### src/hdl/amps_pkg.sv
package amps_pkg;
    // core clock rate
    localparam int unsigned CLK_HZ = 100_000_000;
    // automatic mute hold before operating, in ms
    localparam int unsigned MUTE_HOLD_MS = 150;
    localparam int unsigned MUTE_HOLD_CYC = MUTE_HOLD_MS * (CLK_HZ / 1000);
    // over-current retry period, in ms
    localparam int unsigned RETRY_MS = 100;
    localparam int unsigned RETRY_CYC = RETRY_MS * (CLK_HZ / 1000);
    // internal carrier, in kHz
    localparam int unsigned CARRIER_KHZ = 350;
    localparam int unsigned CARRIER_DIV = CLK_HZ / (CARRIER_KHZ * 1000);
    localparam int unsigned DUTY_W = 8;
    // register offsets
    localparam logic [3:0] REG_CTRL = 4'h0;
    localparam logic [3:0] REG_STATUS = 4'h1;
    localparam logic [3:0] REG_IRQ_FLAGS = 4'h2;
    localparam logic [3:0] REG_IRQ_MASK = 4'h3;
    localparam logic [3:0] REG_DUTY1 = 4'h4;
    localparam logic [3:0] REG_DUTY2 = 4'h5;
    // interrupt flag positions
    localparam int unsigned IRQ_OVERTEMP = 0;
    localparam int unsigned IRQ_OVERCUR = 1;
    localparam int unsigned IRQ_SHORT = 2;
    localparam int unsigned IRQ_OPERATE = 3;
    localparam int unsigned IRQ_W = 4;
    // control register fields
    localparam int unsigned CTRL_EXT_OSC = 0;
    localparam logic [DUTY_W-1:0] DUTY_RESET = 8'h80;
    // mode request encodings
    typedef enum logic [1:0] {
        AMPS_REQ_STANDBY = 2'h0,
        AMPS_REQ_MUTE = 2'h1,
        AMPS_REQ_OPERATE = 2'h2
    } amps_req_t;
    typedef enum logic [2:0] {
        AMPS_ST_STANDBY,
        AMPS_ST_SHORT_TEST,
        AMPS_ST_MUTE,
        AMPS_ST_MUTE_HOLD,
        AMPS_ST_OPERATE,
        AMPS_ST_OC_WAIT
    } amps_state_t;
endpackage

### src/hdl/amps_pwm_chan.sv
`timescale 1ns/1ns
`default_nettype none
// one pwm channel: compares carrier phase against duty, muted gives 50 %
module amps_pwm_chan #(
    parameter int unsigned DUTY_W = 8
) (
    input wire logic core_clk,
    input wire logic rst_n,
    input wire logic clk_en,
    input wire logic run,
    input wire logic pass_audio,
    input wire logic [DUTY_W-1:0] phase,
    input wire logic [DUTY_W-1:0] duty,
    output logic pwm_out
);
    wire logic [DUTY_W-1:0] eff_duty;
    wire logic next_pwm;

    assign eff_duty = pass_audio ? duty : {1'b1, {(DUTY_W-1){1'b0}}};
    assign next_pwm = run && (phase < eff_duty);

    always_ff @(posedge core_clk or negedge rst_n) begin
        if (!rst_n) begin
            pwm_out <= 1'b0;
        end else if (clk_en) begin
            pwm_out <= next_pwm;
        end
    end
endmodule // amps_pwm_chan
`default_nettype wire

### src/hdl/amps_sequencer.sv
`timescale 1ns/1ns
`default_nettype none
// Notes on behaviour
// - The mode request selects standby, mute or operating.
// - In standby the channels are idle and the power stage is off.
// - In mute both channels switch but carry no audio.
// - In operating both channels switch and carry the audio.
// - An operating request first holds mute for 150 ms.
// - Outputs are PWM at about 350 kHz from the internal carrier.
// - With external oscillator selected the external clock paces the carrier.
// - Over-temperature stops the power stage at once.
// - Switching resumes only when the sensor reports cooled below the low point.
// - Over-current shuts the power stage off within one cycle.
// - After over-current a restart is tried every 100 ms.
// - Leaving standby, the outputs are checked for shorts before enabling.
// - A found short halts start-up until the outputs read open.
// - The short check runs only at start-up; later only over-current counts.
module amps_sequencer #(
    parameter int unsigned MUTE_HOLD_CYC = amps_pkg::MUTE_HOLD_CYC,
    parameter int unsigned RETRY_CYC = amps_pkg::RETRY_CYC,
    parameter int unsigned CARRIER_DIV = amps_pkg::CARRIER_DIV,
    parameter int unsigned DUTY_W = amps_pkg::DUTY_W
) (
    input wire logic core_clk,
    input wire logic rst_n,
    input wire logic clk_en,
    input wire logic [1:0] mode_req,
    input wire logic ext_osc_tick,
    input wire logic overtemp_hot,
    input wire logic temp_cooled,
    input wire logic overcurrent,
    input wire logic out_short,
    input wire logic [3:0] reg_addr,
    input wire logic [31:0] reg_wdata,
    input wire logic reg_wr,
    input wire logic reg_rd,
    output logic [31:0] reg_rdata,
    output logic irq,
    output logic power_stage_en,
    output logic channel_one_pwm_output,
    output logic channel_two_pwm_output
);
    localparam int unsigned CNT_MAX = MUTE_HOLD_CYC > RETRY_CYC ? MUTE_HOLD_CYC : RETRY_CYC;
    localparam int unsigned CNT_W = $clog2(CNT_MAX) + 1;
    // carrier phase accumulator: fraction bits below the duty-wide phase
    localparam int unsigned ACC_W = 3 * DUTY_W;
    localparam int unsigned PHASE_STEP = (1 << ACC_W) / CARRIER_DIV;

    amps_pkg::amps_state_t state;
    amps_pkg::amps_state_t next_state;
    logic [CNT_W-1:0] cnt;
    logic [CNT_W-1:0] next_cnt;
    logic thermal_trip;
    logic [ACC_W-1:0] phase_acc;
    logic [DUTY_W-1:0] phase;
    logic ext_osc_sel;
    logic [DUTY_W-1:0] duty1;
    logic [DUTY_W-1:0] duty2;
    logic [amps_pkg::IRQ_W-1:0] irq_flags;
    logic [amps_pkg::IRQ_W-1:0] irq_mask;
    logic short_seen;

    wire logic req_standby;
    wire logic req_operate;
    wire logic in_mute;
    wire logic run;
    wire logic pass_audio;
    wire logic carrier_tick;
    wire logic stage_state;
    wire logic sensors_ok;
    wire logic cnt_done_hold;
    wire logic cnt_done_retry;
    wire logic [amps_pkg::IRQ_W-1:0] irq_events;
    wire logic sel_ctrl;
    wire logic sel_status;
    wire logic sel_flags;
    wire logic sel_mask;
    wire logic sel_duty1;
    wire logic sel_duty2;
    wire logic [31:0] status_word;
    wire logic [amps_pkg::IRQ_W-1:0] flag_clr;
    wire logic [amps_pkg::IRQ_W-1:0] next_flags;
    wire logic enter_oc;
    wire logic enter_operate;
    wire logic wr_ctrl;
    wire logic wr_mask;
    wire logic wr_duty1;
    wire logic wr_duty2;
    logic [31:0] next_rdata;

    assign req_standby = (mode_req == amps_pkg::AMPS_REQ_STANDBY);
    assign req_operate = (mode_req == amps_pkg::AMPS_REQ_OPERATE);
    assign in_mute = (state == amps_pkg::AMPS_ST_MUTE) || (state == amps_pkg::AMPS_ST_MUTE_HOLD);
    assign stage_state = in_mute || (state == amps_pkg::AMPS_ST_OPERATE);
    // power stage cut combinationally by either sensor
    assign sensors_ok = !thermal_trip && !overtemp_hot && !overcurrent;
    assign run = stage_state && sensors_ok;
    assign pass_audio = (state == amps_pkg::AMPS_ST_OPERATE);
    assign power_stage_en = run;
    // internal carrier steps every cycle, external only on its ticks
    assign carrier_tick = ext_osc_sel ? ext_osc_tick : 1'b1;
    assign phase = phase_acc[ACC_W-1 -: DUTY_W];
    assign cnt_done_hold = (cnt >= CNT_W'(MUTE_HOLD_CYC - 1));
    assign cnt_done_retry = (cnt >= CNT_W'(RETRY_CYC - 1));

    // mode sequencing
    always_comb begin
        next_state = state;
        next_cnt = cnt + CNT_W'(1);
        case (state)
            amps_pkg::AMPS_ST_STANDBY: begin
                next_cnt = '0;
                if (!req_standby) begin
                    next_state = amps_pkg::AMPS_ST_SHORT_TEST;
                end
            end
            amps_pkg::AMPS_ST_SHORT_TEST: begin
                next_cnt = '0;
                if (req_standby) begin
                    next_state = amps_pkg::AMPS_ST_STANDBY;
                end else if (!out_short) begin
                    next_state = amps_pkg::AMPS_ST_MUTE;
                end
            end
            amps_pkg::AMPS_ST_MUTE: begin
                next_cnt = '0;
                if (req_standby) begin
                    next_state = amps_pkg::AMPS_ST_STANDBY;
                end else if (overcurrent) begin
                    next_state = amps_pkg::AMPS_ST_OC_WAIT;
                end else if (req_operate && !thermal_trip) begin
                    next_state = amps_pkg::AMPS_ST_MUTE_HOLD;
                end
            end
            amps_pkg::AMPS_ST_MUTE_HOLD: begin
                if (req_standby) begin
                    next_state = amps_pkg::AMPS_ST_STANDBY;
                end else if (overcurrent) begin
                    next_state = amps_pkg::AMPS_ST_OC_WAIT;
                    next_cnt = '0;
                end else if (!req_operate || thermal_trip) begin
                    next_state = amps_pkg::AMPS_ST_MUTE;
                end else if (cnt_done_hold) begin
                    next_state = amps_pkg::AMPS_ST_OPERATE;
                end
            end
            amps_pkg::AMPS_ST_OPERATE: begin
                next_cnt = '0;
                if (req_standby) begin
                    next_state = amps_pkg::AMPS_ST_STANDBY;
                end else if (overcurrent) begin
                    next_state = amps_pkg::AMPS_ST_OC_WAIT;
                end else if (!req_operate || thermal_trip) begin
                    next_state = amps_pkg::AMPS_ST_MUTE;
                end
            end
            amps_pkg::AMPS_ST_OC_WAIT: begin
                if (req_standby) begin
                    next_state = amps_pkg::AMPS_ST_STANDBY;
                end else if (cnt_done_retry) begin
                    next_state = amps_pkg::AMPS_ST_MUTE;
                end
            end
            default: begin
                next_state = amps_pkg::AMPS_ST_STANDBY;
                next_cnt = '0;
            end
        endcase
    end

    always_ff @(posedge core_clk or negedge rst_n) begin
        if (!rst_n) begin
            state <= amps_pkg::AMPS_ST_STANDBY;
        end else if (clk_en) begin
            state <= next_state;
        end
    end

    // one timer serves the mute hold and the retry wait
    always_ff @(posedge core_clk or negedge rst_n) begin
        if (!rst_n) begin
            cnt <= '0;
        end else if (clk_en) begin
            cnt <= next_cnt;
        end
    end

    // thermal latch with hysteresis
    always_ff @(posedge core_clk or negedge rst_n) begin
        if (!rst_n) begin
            thermal_trip <= 1'b0;
        end else if (clk_en) begin
            if (overtemp_hot) begin
                thermal_trip <= 1'b1;
            end else if (temp_cooled) begin
                thermal_trip <= 1'b0;
            end
        end
    end

    // carrier phase
    always_ff @(posedge core_clk or negedge rst_n) begin
        if (!rst_n) begin
            phase_acc <= '0;
        end else if (clk_en) begin
            if (!run) begin
                phase_acc <= '0;
            end else if (carrier_tick) begin
                phase_acc <= phase_acc + ACC_W'(PHASE_STEP);
            end
        end
    end

    genvar g;
    generate
        for (g = 0; g < 2; g++) begin : gen_chan
            logic pwm;
            amps_pwm_chan #(.DUTY_W(DUTY_W)) u_chan (
                .core_clk(core_clk),
                .rst_n(rst_n),
                .clk_en(clk_en),
                .run(run),
                .pass_audio(pass_audio),
                .phase(phase),
                .duty(g == 0 ? duty1 : duty2),
                .pwm_out(pwm)
            );
        end
    endgenerate
    assign channel_one_pwm_output = gen_chan[0].pwm;
    assign channel_two_pwm_output = gen_chan[1].pwm;

    // short seen while testing
    always_ff @(posedge core_clk or negedge rst_n) begin
        if (!rst_n) begin
            short_seen <= 1'b0;
        end else if (clk_en) begin
            short_seen <= (state == amps_pkg::AMPS_ST_SHORT_TEST) && out_short;
        end
    end

    assign irq_events[amps_pkg::IRQ_OVERTEMP] = overtemp_hot && !thermal_trip;
    assign enter_oc = (next_state == amps_pkg::AMPS_ST_OC_WAIT)
        && (state != amps_pkg::AMPS_ST_OC_WAIT);
    assign irq_events[amps_pkg::IRQ_OVERCUR] = enter_oc;
    assign irq_events[amps_pkg::IRQ_SHORT] = (state == amps_pkg::AMPS_ST_SHORT_TEST)
        && out_short && !short_seen;
    assign enter_operate = (next_state == amps_pkg::AMPS_ST_OPERATE)
        && (state != amps_pkg::AMPS_ST_OPERATE);
    assign irq_events[amps_pkg::IRQ_OPERATE] = enter_operate;

    // register decode
    assign sel_ctrl = (reg_addr == amps_pkg::REG_CTRL);
    assign sel_status = (reg_addr == amps_pkg::REG_STATUS);
    assign sel_flags = (reg_addr == amps_pkg::REG_IRQ_FLAGS);
    assign sel_mask = (reg_addr == amps_pkg::REG_IRQ_MASK);
    assign sel_duty1 = (reg_addr == amps_pkg::REG_DUTY1);
    assign sel_duty2 = (reg_addr == amps_pkg::REG_DUTY2);
    assign wr_ctrl = reg_wr && sel_ctrl;
    assign wr_mask = reg_wr && sel_mask;
    assign wr_duty1 = reg_wr && sel_duty1;
    assign wr_duty2 = reg_wr && sel_duty2;
    assign flag_clr = (reg_wr && sel_flags) ? reg_wdata[amps_pkg::IRQ_W-1:0] : '0;
    assign status_word = {24'h0, power_stage_en, thermal_trip, pass_audio, 2'h0, 3'(state)};
    assign irq = |(irq_flags & irq_mask);

    // set wins over write-one-to-clear
    generate
        for (g = 0; g < amps_pkg::IRQ_W; g++) begin : gen_flag
            assign next_flags[g] = irq_events[g] || (irq_flags[g] && !flag_clr[g]);
        end
    endgenerate

    // read mux
    always_comb begin
        if (sel_ctrl) begin
            next_rdata = {31'h0, ext_osc_sel};
        end else if (sel_status) begin
            next_rdata = status_word;
        end else if (sel_flags) begin
            next_rdata = {28'h0, irq_flags};
        end else if (sel_mask) begin
            next_rdata = {28'h0, irq_mask};
        end else if (sel_duty1) begin
            next_rdata = {24'h0, duty1};
        end else if (sel_duty2) begin
            next_rdata = {24'h0, duty2};
        end else begin
            next_rdata = 32'h0;
        end
    end

    always_ff @(posedge core_clk or negedge rst_n) begin
        if (!rst_n) begin
            ext_osc_sel <= 1'b0;
        end else if (clk_en && wr_ctrl) begin
            ext_osc_sel <= reg_wdata[amps_pkg::CTRL_EXT_OSC];
        end
    end

    always_ff @(posedge core_clk or negedge rst_n) begin
        if (!rst_n) begin
            irq_mask <= '0;
        end else if (clk_en && wr_mask) begin
            irq_mask <= reg_wdata[amps_pkg::IRQ_W-1:0];
        end
    end

    always_ff @(posedge core_clk or negedge rst_n) begin
        if (!rst_n) begin
            duty1 <= amps_pkg::DUTY_RESET;
        end else if (clk_en && wr_duty1) begin
            duty1 <= reg_wdata[DUTY_W-1:0];
        end
    end

    always_ff @(posedge core_clk or negedge rst_n) begin
        if (!rst_n) begin
            duty2 <= amps_pkg::DUTY_RESET;
        end else if (clk_en && wr_duty2) begin
            duty2 <= reg_wdata[DUTY_W-1:0];
        end
    end

    always_ff @(posedge core_clk or negedge rst_n) begin
        if (!rst_n) begin
            irq_flags <= '0;
        end else if (clk_en) begin
            irq_flags <= next_flags;
        end
    end

    // zero outside the cycle after a read
    always_ff @(posedge core_clk or negedge rst_n) begin
        if (!rst_n) begin
            reg_rdata <= 32'h0;
        end else if (clk_en) begin
            reg_rdata <= reg_rd ? next_rdata : 32'h0;
        end
    end
endmodule // amps_sequencer
`default_nettype wire

### config.mk
export PLATFORM = sky130hd
export DESIGN_NAME = amps_sequencer
export DESIGN_NICKNAME = d
export VERILOG_FILES = /design/src/hdl/amps_pkg.sv /design/src/hdl/amps_pwm_chan.sv /design/src/hdl/amps_sequencer.sv
export SDC_FILE = /design/constraint.sdc
export NUM_CORES = 1
export LEC_CHECK = 0
export ABC_CLOCK_PERIOD_IN_PS = 5720
export BUFFER_PORTS_ARGS = -buffer_cell sky130_fd_sc_hd__buf_2
export CAP_MARGIN = 10
export CORE_MARGIN = 1
export CORE_UTILIZATION = 61
export DETAILED_ROUTE_END_ITERATION = 7
export GPL_TIMING_DRIVEN = 0
export MAX_ROUTING_LAYER = met4
export PLACE_DENSITY = 0.82
export SETUP_SLACK_MARGIN = 0.02
export SYNTH_ARGS = -nofsm -noshare
export SYNTH_HDL_FRONTEND = slang
export SYNTH_SLANG_ARGS = --single-unit
### constraint.sdc
create_clock -name core_clk -period 5.72 [get_ports core_clk]
set_clock_uncertainty 0.2 [all_clocks]
set_input_delay 1.43 -clock core_clk [delete_from_list [all_inputs] [get_ports core_clk]]
set_output_delay 1.43 -clock core_clk [all_outputs]
set_load 0.02 [all_outputs]
==> out/metrics.json <==
{
  "final.min_clock_period_ns": 4.367,
  "count_of_flip_flops_with_a_built_in_enable_after_synthesis": 0,
  "route.top_layer_used": "met4",
  "fill_cells": 624,
  "routed_wire_length_per_instance_um": 16.37,
  "numClockSinks": 89,
  "yosysSeqAreaShare_pct": 42.32,
  "critical_path.reg2reg.startpoint": "state[2]",
  "seqPwrFrac_pct": 47.4,
  "final_nets": 700,
  "number_of_antenna_violations_at_the_first_check_in_global_routing": 0,
  "max-clock-path-buffers": 2,
  "tritoncts": "done",
  "switching_power_uw": 566.8,
  "n_antenna_cell": 0,
  "die_w_um": 94.94,
  "max-slew-margin-rel_pct": 44.86,
  "crit_path_start": "overcurrent",
  "final_hold_viol_count": 0,
  "first_pass_grt_wire_length_um": 20080,
  "path_delay_family": "buffers and inverters",
  "worst_flop_to_flop_path_endpoint": "gen_chan[0].u_chan.pwm_out",
  "synth_top_area_share_pct": 41.32,
  "initial_utilization_pct": 63.49,
  "tritoncts.num_buffers": 9,
  "detail_route.wirelength_um": 12210,
  "synth_ff_type": "sky130_fd_sc_hd__dfrtp_1",
  "initialDrtViolationCount": 236,
  "hold_end": "gen_chan[1].u_chan.pwm_out",
  "worstSetupEndpointType": "primary output",
  "synthDistinctLibCells": 65,
  "drcViolationCount": 0,
  "floorplan.rows": 33,
  "arrival_ns": 2.74,
  "cts_max_level": 3,
  "clock-root-buffer": "sky130_fd_sc_hd__clkbuf_8",
  "timing.hold.worst.start": "gen_chan[1].u_chan.pwm_out",
  "synth.largest_area_cell": "sky130_fd_sc_hd__dfrtp_1",
  "fin_tns_setup_ns": 0,
  "irDropWorstVdd_uv": 166.7,
  "ys_async_sr_fraction_pct": 100.0,
  "regToRegSetupSlack_ns": 2.80,
  "timing.final.max_slew_violations": 0,
  "route.vias.total": 4405,
  "crit_cells": 5,
  "clock.fmax_mhz": 229.0,
  "ys_seq_elements": 89,
  "grt_pass1_vias": 4198,
  "globalRouteOverflowTotal": 0,
  "flow.area_growth_from_synthesis_pct": 11.59,
  "setup_viol": 0,
  "synth-warning-count": 0,
  "max-cap-violations": 0,
  "grt_setup_unrepaired": "no",
  "wl_met1_um": 5267,
  "hold_depth": 1,
  "r2r.worst_path.cells": 9,
  "critical_path.n_buffers_inverters": 3,
  "outcome": "finished clean",
  "powerDensity_mw_per_mm2": 286.3,
  "synthTopCellsByArea": "sky130_fd_sc_hd__dfrtp_1 (41%), sky130_fd_sc_hd__nor2_1 (5.1%), sky130_fd_sc_hd__mux2_2 (4.3%)",
  "setup_crit_path_kind": "input pin to primary output",
  "place.detailed.hpwl_um": 8868,
  "wl_met2_um": 6059,
  "grt_max_degree": 53,
  "pin_slew_with_the_least_headroom_to_its_limit_ns": 0.8208,
  "numPortBuffers": 33,
  "postSynthAreaPerCell_um2": 9.276,
  "crit_path_cell_trace": "clkbuf_1 > nor3_1 > o21ai_0 > inv_1 > buf_2",
  "holdWs_ns": 0.2919,
  "share_comb_of_total_power_pct": 26.3,
  "post_synth_inst_count": 568,
  "wl_met3_um": 651,
  "antenna_violating_nets_post_route": 0,
  "drive_above_1_share_pct": 17.16,
  "clkSlewWorstSetupHoldPaths_ns": 0.09,
  "cts.repair.resized": 0,
  "cts-hold-fix-buffers": 0,
  "cp.required_ns": 4.09,
  "global_route.usage.total_pct": 30.02,
  "synth.cell_area_mm2": 0.005269,
  "critical-path-slowest-cell": "sky130_fd_sc_hd__nor3_1",
  "p_clk_share_pct": 26.3,
  "timing.final.crit_share_pct": 76.35,
  "chip_height_um": 94.94,
  "detailed_router_iteration_count_before_antenna_repair": 5,
  "cp_slowest_stage_delay_ns": 0.34,
  "placeableCoreArea_mm2": 0.008299,
  "floorplan.die_area_mm2": 0.009013,
  "crit_path_start_kind": "input pin",
  "ioPinCount": 84,
  "finalWeightedCongestion": 0.9548,
  "netSwitchingFraction_pct": 33.67,
  "total_leakage_power_nw": 2.738,
  "worstHoldPathType": "flip-flop to flip-flop",
  "power.internal_mw": 1.116,
  "detail_route.vias_per_cell": 5.905,
  "worst_skew_pair.late_latency_ns": 0.37,
  "worstPathMaxFanout": 8,
  "cts.repair_timing.setup_buffer_count": 0
}
[synthesized netlist by cell type (3+ instances only)]
cell / count
sky130_fd_sc_hd__ha_1: 16
sky130_fd_sc_hd__o211ai_1: 3
sky130_fd_sc_hd__a32oi_1: 4
sky130_fd_sc_hd__and2_1: 4
sky130_fd_sc_hd__mux2_2: 20
sky130_fd_sc_hd__o32a_1: 3
sky130_fd_sc_hd__xor2_1: 22
sky130_fd_sc_hd__a32o_1: 5
sky130_fd_sc_hd__nand2b_1: 7
sky130_fd_sc_hd__a21oi_1: 19
sky130_fd_sc_hd__a21o_1: 3
sky130_fd_sc_hd__nor4_1: 6
sky130_fd_sc_hd__nor2b_1: 10
sky130_fd_sc_hd__o31ai_1: 3
sky130_fd_sc_hd__and3_1: 9
sky130_fd_sc_hd__o21ai_0: 23
sky130_fd_sc_hd__clkbuf_1: 19
sky130_fd_sc_hd__nand4_1: 6
sky130_fd_sc_hd__nor3_1: 12
sky130_fd_sc_hd__or2_2: 3
sky130_fd_sc_hd__nand3_1: 18
sky130_fd_sc_hd__nor3b_1: 5
sky130_fd_sc_hd__mux2i_1: 3
sky130_fd_sc_hd__nor2_1: 72
sky130_fd_sc_hd__o2bb2ai_1: 6
sky130_fd_sc_hd__inv_1: 18
sky130_fd_sc_hd__a211oi_1: 3
sky130_fd_sc_hd__a21boi_0: 3
sky130_fd_sc_hd__xnor2_1: 18
sky130_fd_sc_hd__buf_2: 3
sky130_fd_sc_hd__dfrtp_1: 87
sky130_fd_sc_hd__nand2_1: 60
sky130_fd_sc_hd__buf_4: 24
sky130_fd_sc_hd__and4_1: 3
sky130_fd_sc_hd__a22oi_1: 5
[worst register-to-register path, stage by stage (launching register included)]
cell and delay (ns):
sky130_fd_sc_hd__dfrtp_1 0.33, sky130_fd_sc_hd__buf_2 0.19, sky130_fd_sc_hd__nor3b_2 0.46, sky130_fd_sc_hd__clkbuf_1 0.39, sky130_fd_sc_hd__nand2_1 0.11, sky130_fd_sc_hd__ha_1 0.30, sky130_fd_sc_hd__a211o_1 0.32, sky130_fd_sc_hd__o2111ai_1 0.20
sky130_fd_sc_hd__a21oi_1 0.06, sky130_fd_sc_hd__o31ai_1 0.26
[how the worst max path moves through the flow]
stage / to
floorplan: power_stage_en
global placement: power_stage_en
detailed placement: power_stage_en
CTS: power_stage_en
global route: power_stage_en
finish: power_stage_en
[cell usage in the layout, fill, tap and decap left out, types with 4 or more instances in the layout]
master	count
sky130_fd_sc_hd__a22oi_1	5
sky130_fd_sc_hd__and3_1	9
sky130_fd_sc_hd__nand3_1	18
sky130_fd_sc_hd__clkbuf_8	10
sky130_fd_sc_hd__o2bb2ai_1	6
sky130_fd_sc_hd__a32oi_1	4
sky130_fd_sc_hd__nor3b_1	5
sky130_fd_sc_hd__nand2_1	60
sky130_fd_sc_hd__a21oi_1	19
sky130_fd_sc_hd__o21ai_0	23
sky130_fd_sc_hd__a32o_1	5
sky130_fd_sc_hd__xor2_1	22
sky130_fd_sc_hd__ha_1	16
sky130_fd_sc_hd__nor3_1	12
sky130_fd_sc_hd__buf_2	35
sky130_fd_sc_hd__nand2b_1	7
sky130_fd_sc_hd__dfrtp_1	87
sky130_fd_sc_hd__clkbuf_1	21
sky130_fd_sc_hd__and2_1	4
sky130_fd_sc_hd__buf_4	25
sky130_fd_sc_hd__nor2b_1	10
sky130_fd_sc_hd__nor2_1	72
sky130_fd_sc_hd__mux2_2	20
sky130_fd_sc_hd__nand4_1	6
sky130_fd_sc_hd__nor4_1	6
sky130_fd_sc_hd__conb_1	24
sky130_fd_sc_hd__xnor2_1	18
sky130_fd_sc_hd__inv_1	18
[cell families after synthesis]
logic type	after synthesis	synth area share (%)
AND/OR/NAND/NOR	227	20.99
other	1	0.07117
AO/OA/AOI/OAI	108	14.98
XOR/XNOR	40	6.649
buffers and inverters	64	6.340
adder cells (fa/ha/maj)	16	3.800
flip-flops	89	42.32
multiplexers	23	4.845
[power by group through the flow]
| stage | combinational (mW) | sequential [mW] | clock, mW |
|---|---|---|---|
| floorplan | 0.325 | 0.787 | 0 |
| global placement | 0.421 | 0.802 | 0 |
| detailed placement | 0.436 | 0.807 | 0 |
| CTS | 0.441 | 0.796 | 0.448 |
| global route | 0.487 | 0.808 | 0.474 |
| finish | 0.442 | 0.798 | 0.443 |
[sequential cells by signal (all words and copies together), names as in the netlist, 2 cells and up]
name                     count
cnt                         25
duty1                        8
duty2                        8
gen_chan.u_chan.pwm_out      2
irq_flags                    4
irq_mask                     4
phase_acc                   24
reg_rdata                    8
state                        3
[layer usage]
| metal | GRT usage, % | up-vias |
|---|---|---|
| li1 | - | 2101 |
| met1 | 36.31 | 2128 |
| met2 | 49.76 | 151 |
| met3 | 6.361 | 25 |
| met4 | 10.35 | 0 |
| met5 | - | - |
[per-stage QoR]
step                      power (mW)  util [%]  std cells  instance area, um^2  setup slack (ns)
after floorplan                1.113         -        591                 5355             1.855
after global placement         1.223     68.10        729                 5652             1.343
after detailed placement       1.243     68.46        730                 5682             1.334
after CTS                      1.685     70.84        746                 5879             1.354
after global routing           1.769     70.84        746                 5879             1.227
final                          1.683     70.84        746                 5879             1.353
[final cells by class]
cell class	count	area, um^2	area share, %
Multi-Input combinational cell	438	2791	47.48
Sequential cell	89	2230	37.92
Buffer	46	266.5	4.533
Timing Repair Buffer	34	195.2	3.320
Clock buffer	12	145.1	2.469
Tap cell	105	131.4	2.235
Inverter	18	67.56	1.149
Clock inverter	4	52.55	0.8938
Power figures use the tool's default switching activity.
